$ cat src/rtl/pmc_defs.svh
// constants for the power mode controller
// Behaviour
// [RQ1] chip held in reset while supply monitor reports supply below threshold
// [RQ2] idle-select write halts cpu once the writing instruction completes
// [RQ3] idle keeps registers, memory and peripherals running
// [RQ4] enabled interrupt in idle clears idle-select and restarts cpu
// [RQ5] after interrupt return, execution continues after the idle-selecting instruction
// [RQ6] reset ending idle or stop runs reset sequence, fetch from 0x0000
// [RQ7] wake from idle or low power idle within 2 clock cycles
// [RQ8] stop-select halts cpu and precision oscillator, other oscillators untouched
// [RQ9] stop ends only through reset, never by interrupt
// [RQ10] suspend-select gates system clock and disables internal oscillators until wake
// [RQ11] suspend wake: rtc fail, rtc alarm, port match, i2c match, touch sense, reset pin
// [RQ12] wake from suspend or sleep resumes at next instruction, no reset
// [RQ13] sleep-select turns off core regulator, ram on vdd, only pmu and rtc powered
// [RQ14] sleep wake: rtc fail, rtc alarm, port match, i2c match; code also wakes sleep on reset pin
// [RQ15] sleep preserves ram, registers, program counter above por threshold
// [RQ16] firmware should disable analog peripherals before sleep
// [RQ17] low power active gates peripheral branches; gated registers not accessible; code also clocks requesting gated branches in low power active
// [RQ18] low power active ends when gating register written 0x00 or reset
// [RQ19] low power idle halts cpu; requesting peripherals get their clock
// [RQ20] interrupt in low power idle returns to low power active only
// [RQ21] reset ending low power idle runs reset sequence from 0x0000
// [RQ22] each wake source ends suspend or sleep only when individually enabled
`ifndef PMC_DEFS_SVH
`define PMC_DEFS_SVH
`define PMC_RESET_VECTOR   16'h0000
`define PMC_GATE_NONE      8'h00
`define PMC_WAKE_CYCLES    2
`define PMC_WK_RTC_FAIL    0
`define PMC_WK_RTC_ALARM   1
`define PMC_WK_PORT_MATCH  2
`define PMC_WK_I2C_MATCH   3
`define PMC_WK_TOUCH       4
`define PMC_WK_RST_PIN     5
`define PMC_SLEEP_WAKE_MSK 6'h2f
`define PMC_SUSP_WAKE_MSK  6'h3f
`endif

$ cat src/rtl/pmc_pkg.sv
// types for the power mode controller
package pmc_pkg;
  typedef enum logic [2:0] {
    PMC_ACTIVE  = 3'b000,
    PMC_IDLE    = 3'b001,
    PMC_STOP    = 3'b010,
    PMC_SUSPEND = 3'b011,
    PMC_SLEEP   = 3'b100
  } pmc_state_t;
endpackage : pmc_pkg

$ cat src/rtl/pmc_power_mode_controller.sv
// power mode sequencer: modes, clock gating, wake and reset control
`timescale 1ns/1ps
`include "pmc_defs.svh"
module pmc_power_mode_controller
  import pmc_pkg::*;
#(
  parameter int NBR = 8
)(
  input  wire logic           mclk,
  input  wire logic           rst,
  input  wire logic           supply_monitor_low,
  input  wire logic           reset_pin_n,
  input  wire logic           cpu_instr_done,
  input  wire logic           idle_sel_wr,
  input  wire logic           stop_sel_wr,
  input  wire logic           suspend_sel_wr,
  input  wire logic           sleep_sel_wr,
  input  wire logic           gate_wr,
  input  wire logic [NBR-1:0] gate_wdata,
  input  wire logic           int_pending,
  input  wire logic           internal_reset,
  input  wire logic [5:0]     wake_enable,
  input  wire logic [5:0]     wake_event,
  input  wire logic [NBR-1:0] periph_clk_req,
  output logic                chip_reset,
  output logic [15:0]         fetch_addr_load,
  output logic                cpu_halt,
  output logic                idle_sel,
  output logic                sysclk_gate,
  output logic                precision_osc_en,
  output logic                internal_osc_en,
  output logic                core_regulator_en,
  output logic                ram_on_vdd,
  output logic                lp_active,
  output logic [NBR-1:0]      periph_clk_en,
  output logic [NBR-1:0]      sfr_access_en
);
  // ************************************************
  // input synchronisers
  // ************************************************
  logic       mon_s1_q;
  logic       mon_s2_q;
  logic       pin_s1_q;
  logic       pin_s2_q;
  logic [5:0] wk_s1_q;
  logic [5:0] wk_s2_q;

  // supply flag: only the second flop feeds the reset logic
  always_ff @(posedge mclk)
  begin
    mon_s1_q <= supply_monitor_low;
    mon_s2_q <= mon_s1_q;
  end

  // pin is inverted on entry so that high means reset requested
  always_ff @(posedge mclk)
  begin
    pin_s1_q <= ~reset_pin_n;
    pin_s2_q <= pin_s1_q;
  end

  // wake events are levels, so bitwise syncing is safe
  always_ff @(posedge mclk)
  begin
    wk_s1_q <= wake_event;
    wk_s2_q <= wk_s1_q;
  end

  // ************************************************
  // mode state
  // ************************************************
  pmc_state_t     st_q;
  pmc_state_t     st_d;
  logic           pend_idle_q;
  logic           pend_idle_d;
  logic           pend_stop_q;
  logic           pend_stop_d;
  logic           pend_susp_q;
  logic           pend_susp_d;
  logic           pend_sleep_q;
  logic           pend_sleep_d;
  logic [NBR-1:0] gate_q;
  logic [NBR-1:0] gate_d;
  logic           any_reset;
  logic [5:0]     wake_raw;
  logic [5:0]     wake_live;
  logic           susp_wake;
  logic           sleep_wake;
  logic           pin_is_reset;

  // ************************************************
  // wake and reset decode
  // ************************************************
  // reset pin is a wake source in suspend and sleep, a reset everywhere else
  always_comb
  begin
    wake_raw     = {pin_s2_q, wk_s2_q[4:0]};
    wake_live    = wake_raw & wake_enable;                         // RQ22
    susp_wake    = |(wake_live & `PMC_SUSP_WAKE_MSK);              // RQ11
    sleep_wake   = |(wake_live & `PMC_SLEEP_WAKE_MSK);             // RQ14
    pin_is_reset = pin_s2_q & (st_q != PMC_SUSPEND) & (st_q != PMC_SLEEP);
    any_reset    = rst | mon_s2_q | internal_reset | pin_is_reset; // RQ1 RQ6 RQ21
  end

  // ************************************************
  // clock-gating mode register
  // ************************************************
  // reset wins over a write in the same cycle
  always_comb
  begin
    gate_d = gate_q;
    if (any_reset)
      gate_d = {NBR{1'b0}};                         // RQ18
    else if (gate_wr)
      gate_d = gate_wdata;                          // RQ17 RQ18
  end

  always_ff @(posedge mclk)
  begin
    if (rst)
      gate_q <= {NBR{1'b0}};
    else
      gate_q <= gate_d;
  end

  // ************************************************
  // mode next state
  // ************************************************
  always_comb
  begin
    st_d         = st_q;
    pend_idle_d  = pend_idle_q | idle_sel_wr;
    pend_stop_d  = pend_stop_q | stop_sel_wr;
    pend_susp_d  = pend_susp_q | suspend_sel_wr;
    pend_sleep_d = pend_sleep_q | sleep_sel_wr;
    case (st_q)
      PMC_ACTIVE:
      begin
        // entry waits for the selecting instruction to retire
        if (cpu_instr_done)
        begin
          if (pend_sleep_d)
            st_d = PMC_SLEEP;                       // RQ13
          else if (pend_susp_d)
            st_d = PMC_SUSPEND;                     // RQ10
          else if (pend_stop_d)
            st_d = PMC_STOP;                        // RQ8
          else if (pend_idle_d)
            st_d = PMC_IDLE;                        // RQ2 RQ19
          pend_idle_d  = 1'b0;
          pend_stop_d  = 1'b0;
          pend_susp_d  = 1'b0;
          pend_sleep_d = 1'b0;
        end
      end
      PMC_IDLE:
        if (int_pending)
          st_d = PMC_ACTIVE;                        // RQ4 RQ5 RQ7 RQ20
      PMC_STOP:
        st_d = PMC_STOP;                            // RQ9
      PMC_SUSPEND:
        if (susp_wake)
          st_d = PMC_ACTIVE;                        // RQ11 RQ12
      PMC_SLEEP:
        if (sleep_wake)
          st_d = PMC_ACTIVE;                        // RQ14 RQ12 RQ15
      default:
        st_d = PMC_ACTIVE;
    endcase
    if (any_reset)
    begin
      st_d         = PMC_ACTIVE;                    // RQ1 RQ6 RQ21
      pend_idle_d  = 1'b0;
      pend_stop_d  = 1'b0;
      pend_susp_d  = 1'b0;
      pend_sleep_d = 1'b0;
    end
  end

  always_ff @(posedge mclk)
  begin
    if (rst)
    begin
      st_q         <= PMC_ACTIVE;
      pend_idle_q  <= 1'b0;
      pend_stop_q  <= 1'b0;
      pend_susp_q  <= 1'b0;
      pend_sleep_q <= 1'b0;
    end
    else
    begin
      st_q         <= st_d;
      pend_idle_q  <= pend_idle_d;
      pend_stop_q  <= pend_stop_d;
      pend_susp_q  <= pend_susp_d;
      pend_sleep_q <= pend_sleep_d;
    end
  end

  // ************************************************
  // registered outputs
  // ************************************************
  logic           rst_o_d;
  logic           halt_d;
  logic           idle_d;
  logic           gate_o_d;
  logic           posc_d;
  logic           iosc_d;
  logic           reg_d;
  logic           ram_d;
  logic           lpa_d;
  logic [NBR-1:0] pclk_d;
  logic [NBR-1:0] sfr_d;

  // decoded from the next state so outputs move on the same edge as the mode
  always_comb
  begin
    rst_o_d  = any_reset;                           // RQ1
    halt_d   = 1'b0;
    idle_d   = 1'b0;
    gate_o_d = 1'b0;
    posc_d   = 1'b1;
    iosc_d   = 1'b1;
    reg_d    = 1'b1;
    ram_d    = 1'b0;
    case (st_d)
      PMC_ACTIVE:
      begin
        halt_d = 1'b0;
      end
      PMC_IDLE:
      begin
        // idle keeps every peripheral clock, lp idle only ungated or requesting ones; only the cpu halts
        halt_d = 1'b1;                              // RQ2 RQ19 RQ3
        idle_d = 1'b1;                              // RQ4
      end
      PMC_STOP:
      begin
        halt_d = 1'b1;                              // RQ8
        posc_d = 1'b0;                              // RQ8
      end
      PMC_SUSPEND:
      begin
        halt_d   = 1'b1;
        gate_o_d = 1'b1;                            // RQ10
        posc_d   = 1'b0;
        iosc_d   = 1'b0;                            // RQ10
      end
      PMC_SLEEP:
      begin
        halt_d   = 1'b1;
        gate_o_d = 1'b1;
        posc_d   = 1'b0;
        iosc_d   = 1'b0;
        reg_d    = 1'b0;                            // RQ13
        ram_d    = 1'b1;                            // RQ13
      end
      default:
      begin
        halt_d = 1'b0;
      end
    endcase
    lpa_d = (gate_d != `PMC_GATE_NONE);             // RQ18 RQ20
    if (gate_o_d)
      pclk_d = {NBR{1'b0}};
    else
      pclk_d = ~gate_d | periph_clk_req;            // RQ19
    sfr_d = ~gate_d;                                // RQ17
  end

  // ************************************************
  // cpu facing outputs
  // ************************************************
  always_ff @(posedge mclk)
  begin
    if (rst)
    begin
      chip_reset        <= 1'b1;
      fetch_addr_load   <= `PMC_RESET_VECTOR;
      cpu_halt          <= 1'b0;
      idle_sel          <= 1'b0;
    end
    else
    begin
      chip_reset        <= rst_o_d;                 // RQ6
      fetch_addr_load   <= `PMC_RESET_VECTOR;       // RQ6 RQ21
      cpu_halt          <= halt_d;
      idle_sel          <= idle_d;                  // RQ4
    end
  end

  // ************************************************
  // clock and power outputs
  // ************************************************
  always_ff @(posedge mclk)
  begin
    if (rst)
    begin
      sysclk_gate       <= 1'b0;
      precision_osc_en  <= 1'b1;
      internal_osc_en   <= 1'b1;
      core_regulator_en <= 1'b1;
      ram_on_vdd        <= 1'b0;
      lp_active         <= 1'b0;
      periph_clk_en     <= {NBR{1'b1}};
      sfr_access_en     <= {NBR{1'b1}};
    end
    else
    begin
      sysclk_gate       <= gate_o_d;
      precision_osc_en  <= posc_d;
      internal_osc_en   <= iosc_d;
      core_regulator_en <= reg_d;
      ram_on_vdd        <= ram_d;
      lp_active         <= lpa_d;
      periph_clk_en     <= pclk_d;
      sfr_access_en     <= sfr_d;
    end
  end
endmodule : pmc_power_mode_controller

$ cat config.mk
export PLATFORM = sky130hd
export DESIGN_NAME = pmc_power_mode_controller
export DESIGN_NICKNAME = d
export VERILOG_FILES = /design/src/rtl/pmc_pkg.sv /design/src/rtl/pmc_power_mode_controller.sv
export VERILOG_INCLUDE_DIRS = /design/src /design/src/rtl
export SDC_FILE = /design/constraint.sdc
export NUM_CORES = 1
export LEC_CHECK = 0
export ABC_AREA = 1
export BUFFER_PORTS_ARGS = -buffer_cell sky130_fd_sc_hd__buf_2
export CAP_MARGIN = 20
export CORE_MARGIN = 5
export CORE_UTILIZATION = 46
export DETAILED_ROUTE_END_ITERATION = 7
export MAX_ROUTING_LAYER = met4
export PLACE_DENSITY = 0.78
export RECOVER_POWER = 100
export SLEW_MARGIN = 30
export SYNTH_ARGS = -nofsm -noshare
export SYNTH_HDL_FRONTEND = slang
export SYNTH_SLANG_ARGS = --single-unit
$ cat constraint.sdc
create_clock -name mclk -period 1.68 [get_ports mclk]
set_input_delay 0.084 -clock mclk [delete_from_list [all_inputs] [get_ports mclk]]
set_output_delay 0.084 -clock mclk [all_outputs]
set_load 0.02 [all_outputs]
==> impl_results.rst <==
.. list-table::
   :header-rows: 1

   * - Metric
     - Value
   * - Initial Util
     - 47.06%
   * - Sequential fraction of the synthesis area
     - 58.26%
   * - Post-DP Area
     - 2145 um2
   * - Placed Instances
     - ~300
   * - Post-synthesis compound-gate area fraction
     - 0%
   * - Period minus WS final
     - about 1.4 ns
   * - Number of register bits inferred by synthesis
     - 54
   * - Unrepaired setup endpoints after global routing
     - no
   * - Result of the run
     - completed
   * - Wire per inst
     - approximately 11 um
   * - Number of gates given a new drive strength after cts
     - 0
   * - Maximum single-stage delay on the critical path
     - roughly 0.37 ns
   * - Overall power
     - 2.337 mW
   * - Leading cell type by number of instances after synthesis
     - sky130_fd_sc_hd__dfxtp_1
   * - Post-layout instance area
     - between 2000 and 2500 um2
   * - Source of the worst hold timing path
     - periph_clk_req[5]
   * - Share of the core filled with cells in the final layout
     - a little under three fifths
   * - Worst-case clock skew
     - 0.008459 ns
   * - Dominant cell type by area after synthesis
     - sky130_fd_sc_hd__dfxtp_1
   * - Global-route wire length before repair
     - ~5.5 mm
   * - Max rail drop VDD
     - around 670 uV
   * - Drc violations
     - 0
   * - Number of nets at the end of the flow
     - between 300 and 400
   * - Most frequent cells after synthesis
     - sky130_fd_sc_hd__dfxtp_1, sky130_fd_sc_hd__nand2_1, sky130_fd_sc_hd__nor2_1, sky130_fd_sc_hd__inv_1, sky130_fd_sc_hd__buf_4
   * - Dominant cells by area after synthesis
     - sky130_fd_sc_hd__dfxtp_1, sky130_fd_sc_hd__buf_4, sky130_fd_sc_hd__nand2_1, sky130_fd_sc_hd__nor2_1, sky130_fd_sc_hd__mux2_2
   * - Antenna-violating nets left
     - 0
   * - Min-Delay Path Class
     - in -> reg
   * - Area share of the largest cell type after synthesis
     - just under 60%
   * - Data required time at the worst endpoint
     - between 1.5 and 2 ns
   * - R2r setup slk
     - just over 0.3 ns
   * - First drt pass iteration count
     - 4
   * - Layout-stage area growth over the synthesis result
     - 20.30%
   * - Clock latency at the later pin of the worst-skew pair
     - roughly 0.30 ns
   * - Post-CTS Repair Setup Buffers
     - 0
   * - Final routed wirelength across all metal layers
     - roughly 3.4 mm
   * - Synthesis Warnings
     - 0
   * - Clock Path Buffers
     - 2
   * - Top cell family by delay on the critical path
     - simple AND/OR/NAND/NOR gates
   * - Clock buffers created by TritonCTS
     - 5
   * - Row Count
     - 23
   * - CP Cell Sequence
     - nor2_2 > nand2_1 > nor2_1 > nand2_1 > nand3_1 > nand3_4 > nand2_8 > nor2_1
   * - Count of fill cells added during filler insertion
     - 365
   * - Number of port buffers
     - 63
   * - Dpl ws
     - ~0.22 ns
   * - Via-per-instance ratio
     - around 4.1
   * - Power density cells
     - 1047 nW/um2
   * - Core box area
     - 3943 um2
   * - Worst min-delay path endpoint
     - periph_clk_en[5]
   * - Launch point of the worst reg-to-reg path
     - st_q[1]
   * - DP Wirelength
     - ~2.5 mm
   * - Die outline width
     - 73.51 um
   * - Root buf cell
     - sky130_fd_sc_hd__clkbuf_8
   * - Fraction of layout instances using a drive strength above 1
     - around a quarter
   * - GP Congestion
     - around 0.68
   * - Grt total ovfl
     - 0
   * - Maximum fanout along the worst path
     - 10
   * - Number of hold violations in the final report
     - 0
   * - Avg Cell Area, Syn
     - 9.923 um2
   * - Initial DRC Count
     - 44
   * - Pin count of the biggest net entering global routing
     - 17
   * - Number of H-tree levels
     - 2
   * - Critical path type
     - reg -> reg
   * - Fraction of the cycle the final worst path needs
     - about four fifths
   * - Number of hold buffers added after CTS
     - 8
   * - Portion of netlist area occupied by mux cells
     - 4.855%
   * - Final number of setup-violating endpoints
     - 0
   * - Number of synthesized flops with an enable pin
     - 0
   * - Buffer and inverter count on the worst path
     - 0
   * - Simple-gate share of the synthesized area
     - 24.48%
   * - Overall via count from detail_route
     - approximately 1300
   * - Most common flop cell mapped by yosys
     - sky130_fd_sc_hd__dfxtp_1
   * - Capture point of the worst reg-to-reg path
     - periph_clk_en[1]
   * - TritonCTS clock tree
     - built
   * - Critical path arrival
     - 1.58 ns
   * - Number of cells on the worst reg-to-reg path
     - 8
   * - Final WS setup
     - ~0.3 ns
   * - Critical-path cell with the highest stage delay
     - sky130_fd_sc_hd__dfxtp_1
   * - Static leakage power
     - about 1.1 nW
   * - Kind of end point of the critical path
     - flip-flop
   * - Final non-filler cell total
     - ~310
   * - Antenna violations before repair
     - 0
   * - Final-layout setup total negative slack
     - 0 ns
   * - Total routing resource utilization after global routing
     - 13.60%
   * - Post-synthesis adder-cell area fraction
     - 0%
   * - DIE AREA
     - approximately 5400 um2
   * - Max Fclk
     - around 0.73 GHz
   * - Number of stages on the worst hold path
     - 3
   * - Final Max Slew Viols
     - 0
   * - Die Span Y
     - about 74 um
   * - Crit start category
     - flip-flop
   * - XOR/XNOR Fraction of Synth Area
     - 0%
   * - Count of max-cap constraint violations
     - 0
   * - Count of unique library cells instantiated by Yosys
     - 20
   * - Final Hold Slack
     - a little over 0.005 ns
   * - Worst-path clk slew
     - approximately 0.1 ns
   * - Main combinational cell family by area after synthesis
     - simple AND/OR/NAND/NOR gates
   * - Synth Cell Area
     - 1856 um2
   * - Count of boundary I/O pins
     - between 80 and 90
   * - Sink count of the clock tree
     - between 50 and 60
   * - N_diodes
     - 0
   * - Asr flop ratio synth
     - 0%
   * - Number of global-route vias before repair
     - 1315
   * - Count of mapped cells out of synthesis
     - around 190
[where the power goes]
part	internal (mW)	switching [mW]
Clock	0.439	0.402
Sequential	1.31	0.00913
Combinational	0.0737	0.102
[worst register-to-register path: stages, from the launching register on]
cell                      delay [ns]
sky130_fd_sc_hd__dfxtp_1        0.37
sky130_fd_sc_hd__nor2_2         0.16
sky130_fd_sc_hd__nand2_1        0.10
sky130_fd_sc_hd__nor2_1         0.16
sky130_fd_sc_hd__nand2_1        0.08
sky130_fd_sc_hd__nand3_1        0.13
sky130_fd_sc_hd__nand3_4        0.11
sky130_fd_sc_hd__nand2_8        0.11
sky130_fd_sc_hd__nor2_1         0.05
[cell families after synthesis]
group	count (synthesis)
flops	54
simple gates	85
mux	8
buf+inv	39
other cells	1
[worst max path at each step]
stage,startpoint,end,slack (ns),depth (start not counted)
2_1_floorplan,st_q[1],periph_clk_en[0],0.44,9
3_3_place_gp,st_q[1],periph_clk_en[1],0.24,8
3_5_place_dp,st_q[1],periph_clk_en[2],0.22,8
4_1_cts,st_q[1],periph_clk_en[2],0.19,8
5_1_grt,st_q[1],lp_active,0.13,9
6_report,st_q[1],periph_clk_en[1],0.30,8
[state kept, by name (all words and copies together), names as in the netlist, 3 cells and up]
| name | count |
|---|---|
| sfr_access_en | 8 |
| st_q | 3 |
| gate_q | 8 |
| periph_clk_en | 8 |
| wk_s2_q | 5 |
| wk_s1_q | 5 |
[per-layer routing]
layer / track usage (%) / vias to the layer above / wire (um)
met5: - / - / 0
met4: 6.036 / 0 / 46
met3: 3.283 / 4 / 308
met2: 23.03 / 50 / 1653
met1: 15.06 / 550 / 1377
li1: - / 682 / -
[layout make-up]
cell class                 count  area [um2]  share of cell area (%)
inverter                      21       81.33                   3.643
timing repair buffer          71       364.1                   16.31
sequential                    54        1081                   48.43
multi-input combinational    109       534.3                   23.93
tap                           50       62.56                   2.803
clock inverter                 3       40.04                   1.794
clock buffer                   5       68.82                   3.083
[placed cells by master, fill, tap and decap left out]
master / instances
sky130_fd_sc_hd__dfxtp_1: 54
sky130_fd_sc_hd__nand4_1: 2
sky130_fd_sc_hd__nand2_2: 1
sky130_fd_sc_hd__clkinv_2: 2
sky130_fd_sc_hd__nand3_1: 7
sky130_fd_sc_hd__clkbuf_8: 5
sky130_fd_sc_hd__nand3_4: 1
sky130_fd_sc_hd__clkbuf_1: 25
sky130_fd_sc_hd__nand2_1: 36
sky130_fd_sc_hd__dlygate4sd3_1: 8
sky130_fd_sc_hd__nor3_1: 1
sky130_fd_sc_hd__nor2_2: 2
sky130_fd_sc_hd__buf_2: 38
sky130_fd_sc_hd__inv_2: 1
sky130_fd_sc_hd__nand3_2: 2
sky130_fd_sc_hd__nor2_1: 32
sky130_fd_sc_hd__inv_4: 1
sky130_fd_sc_hd__mux2_2: 8
sky130_fd_sc_hd__conb_1: 16
sky130_fd_sc_hd__nand2_8: 1
sky130_fd_sc_hd__inv_1: 19
sky130_fd_sc_hd__bufinv_16: 1
Note: power is estimated with default switching activity, not from simulation.
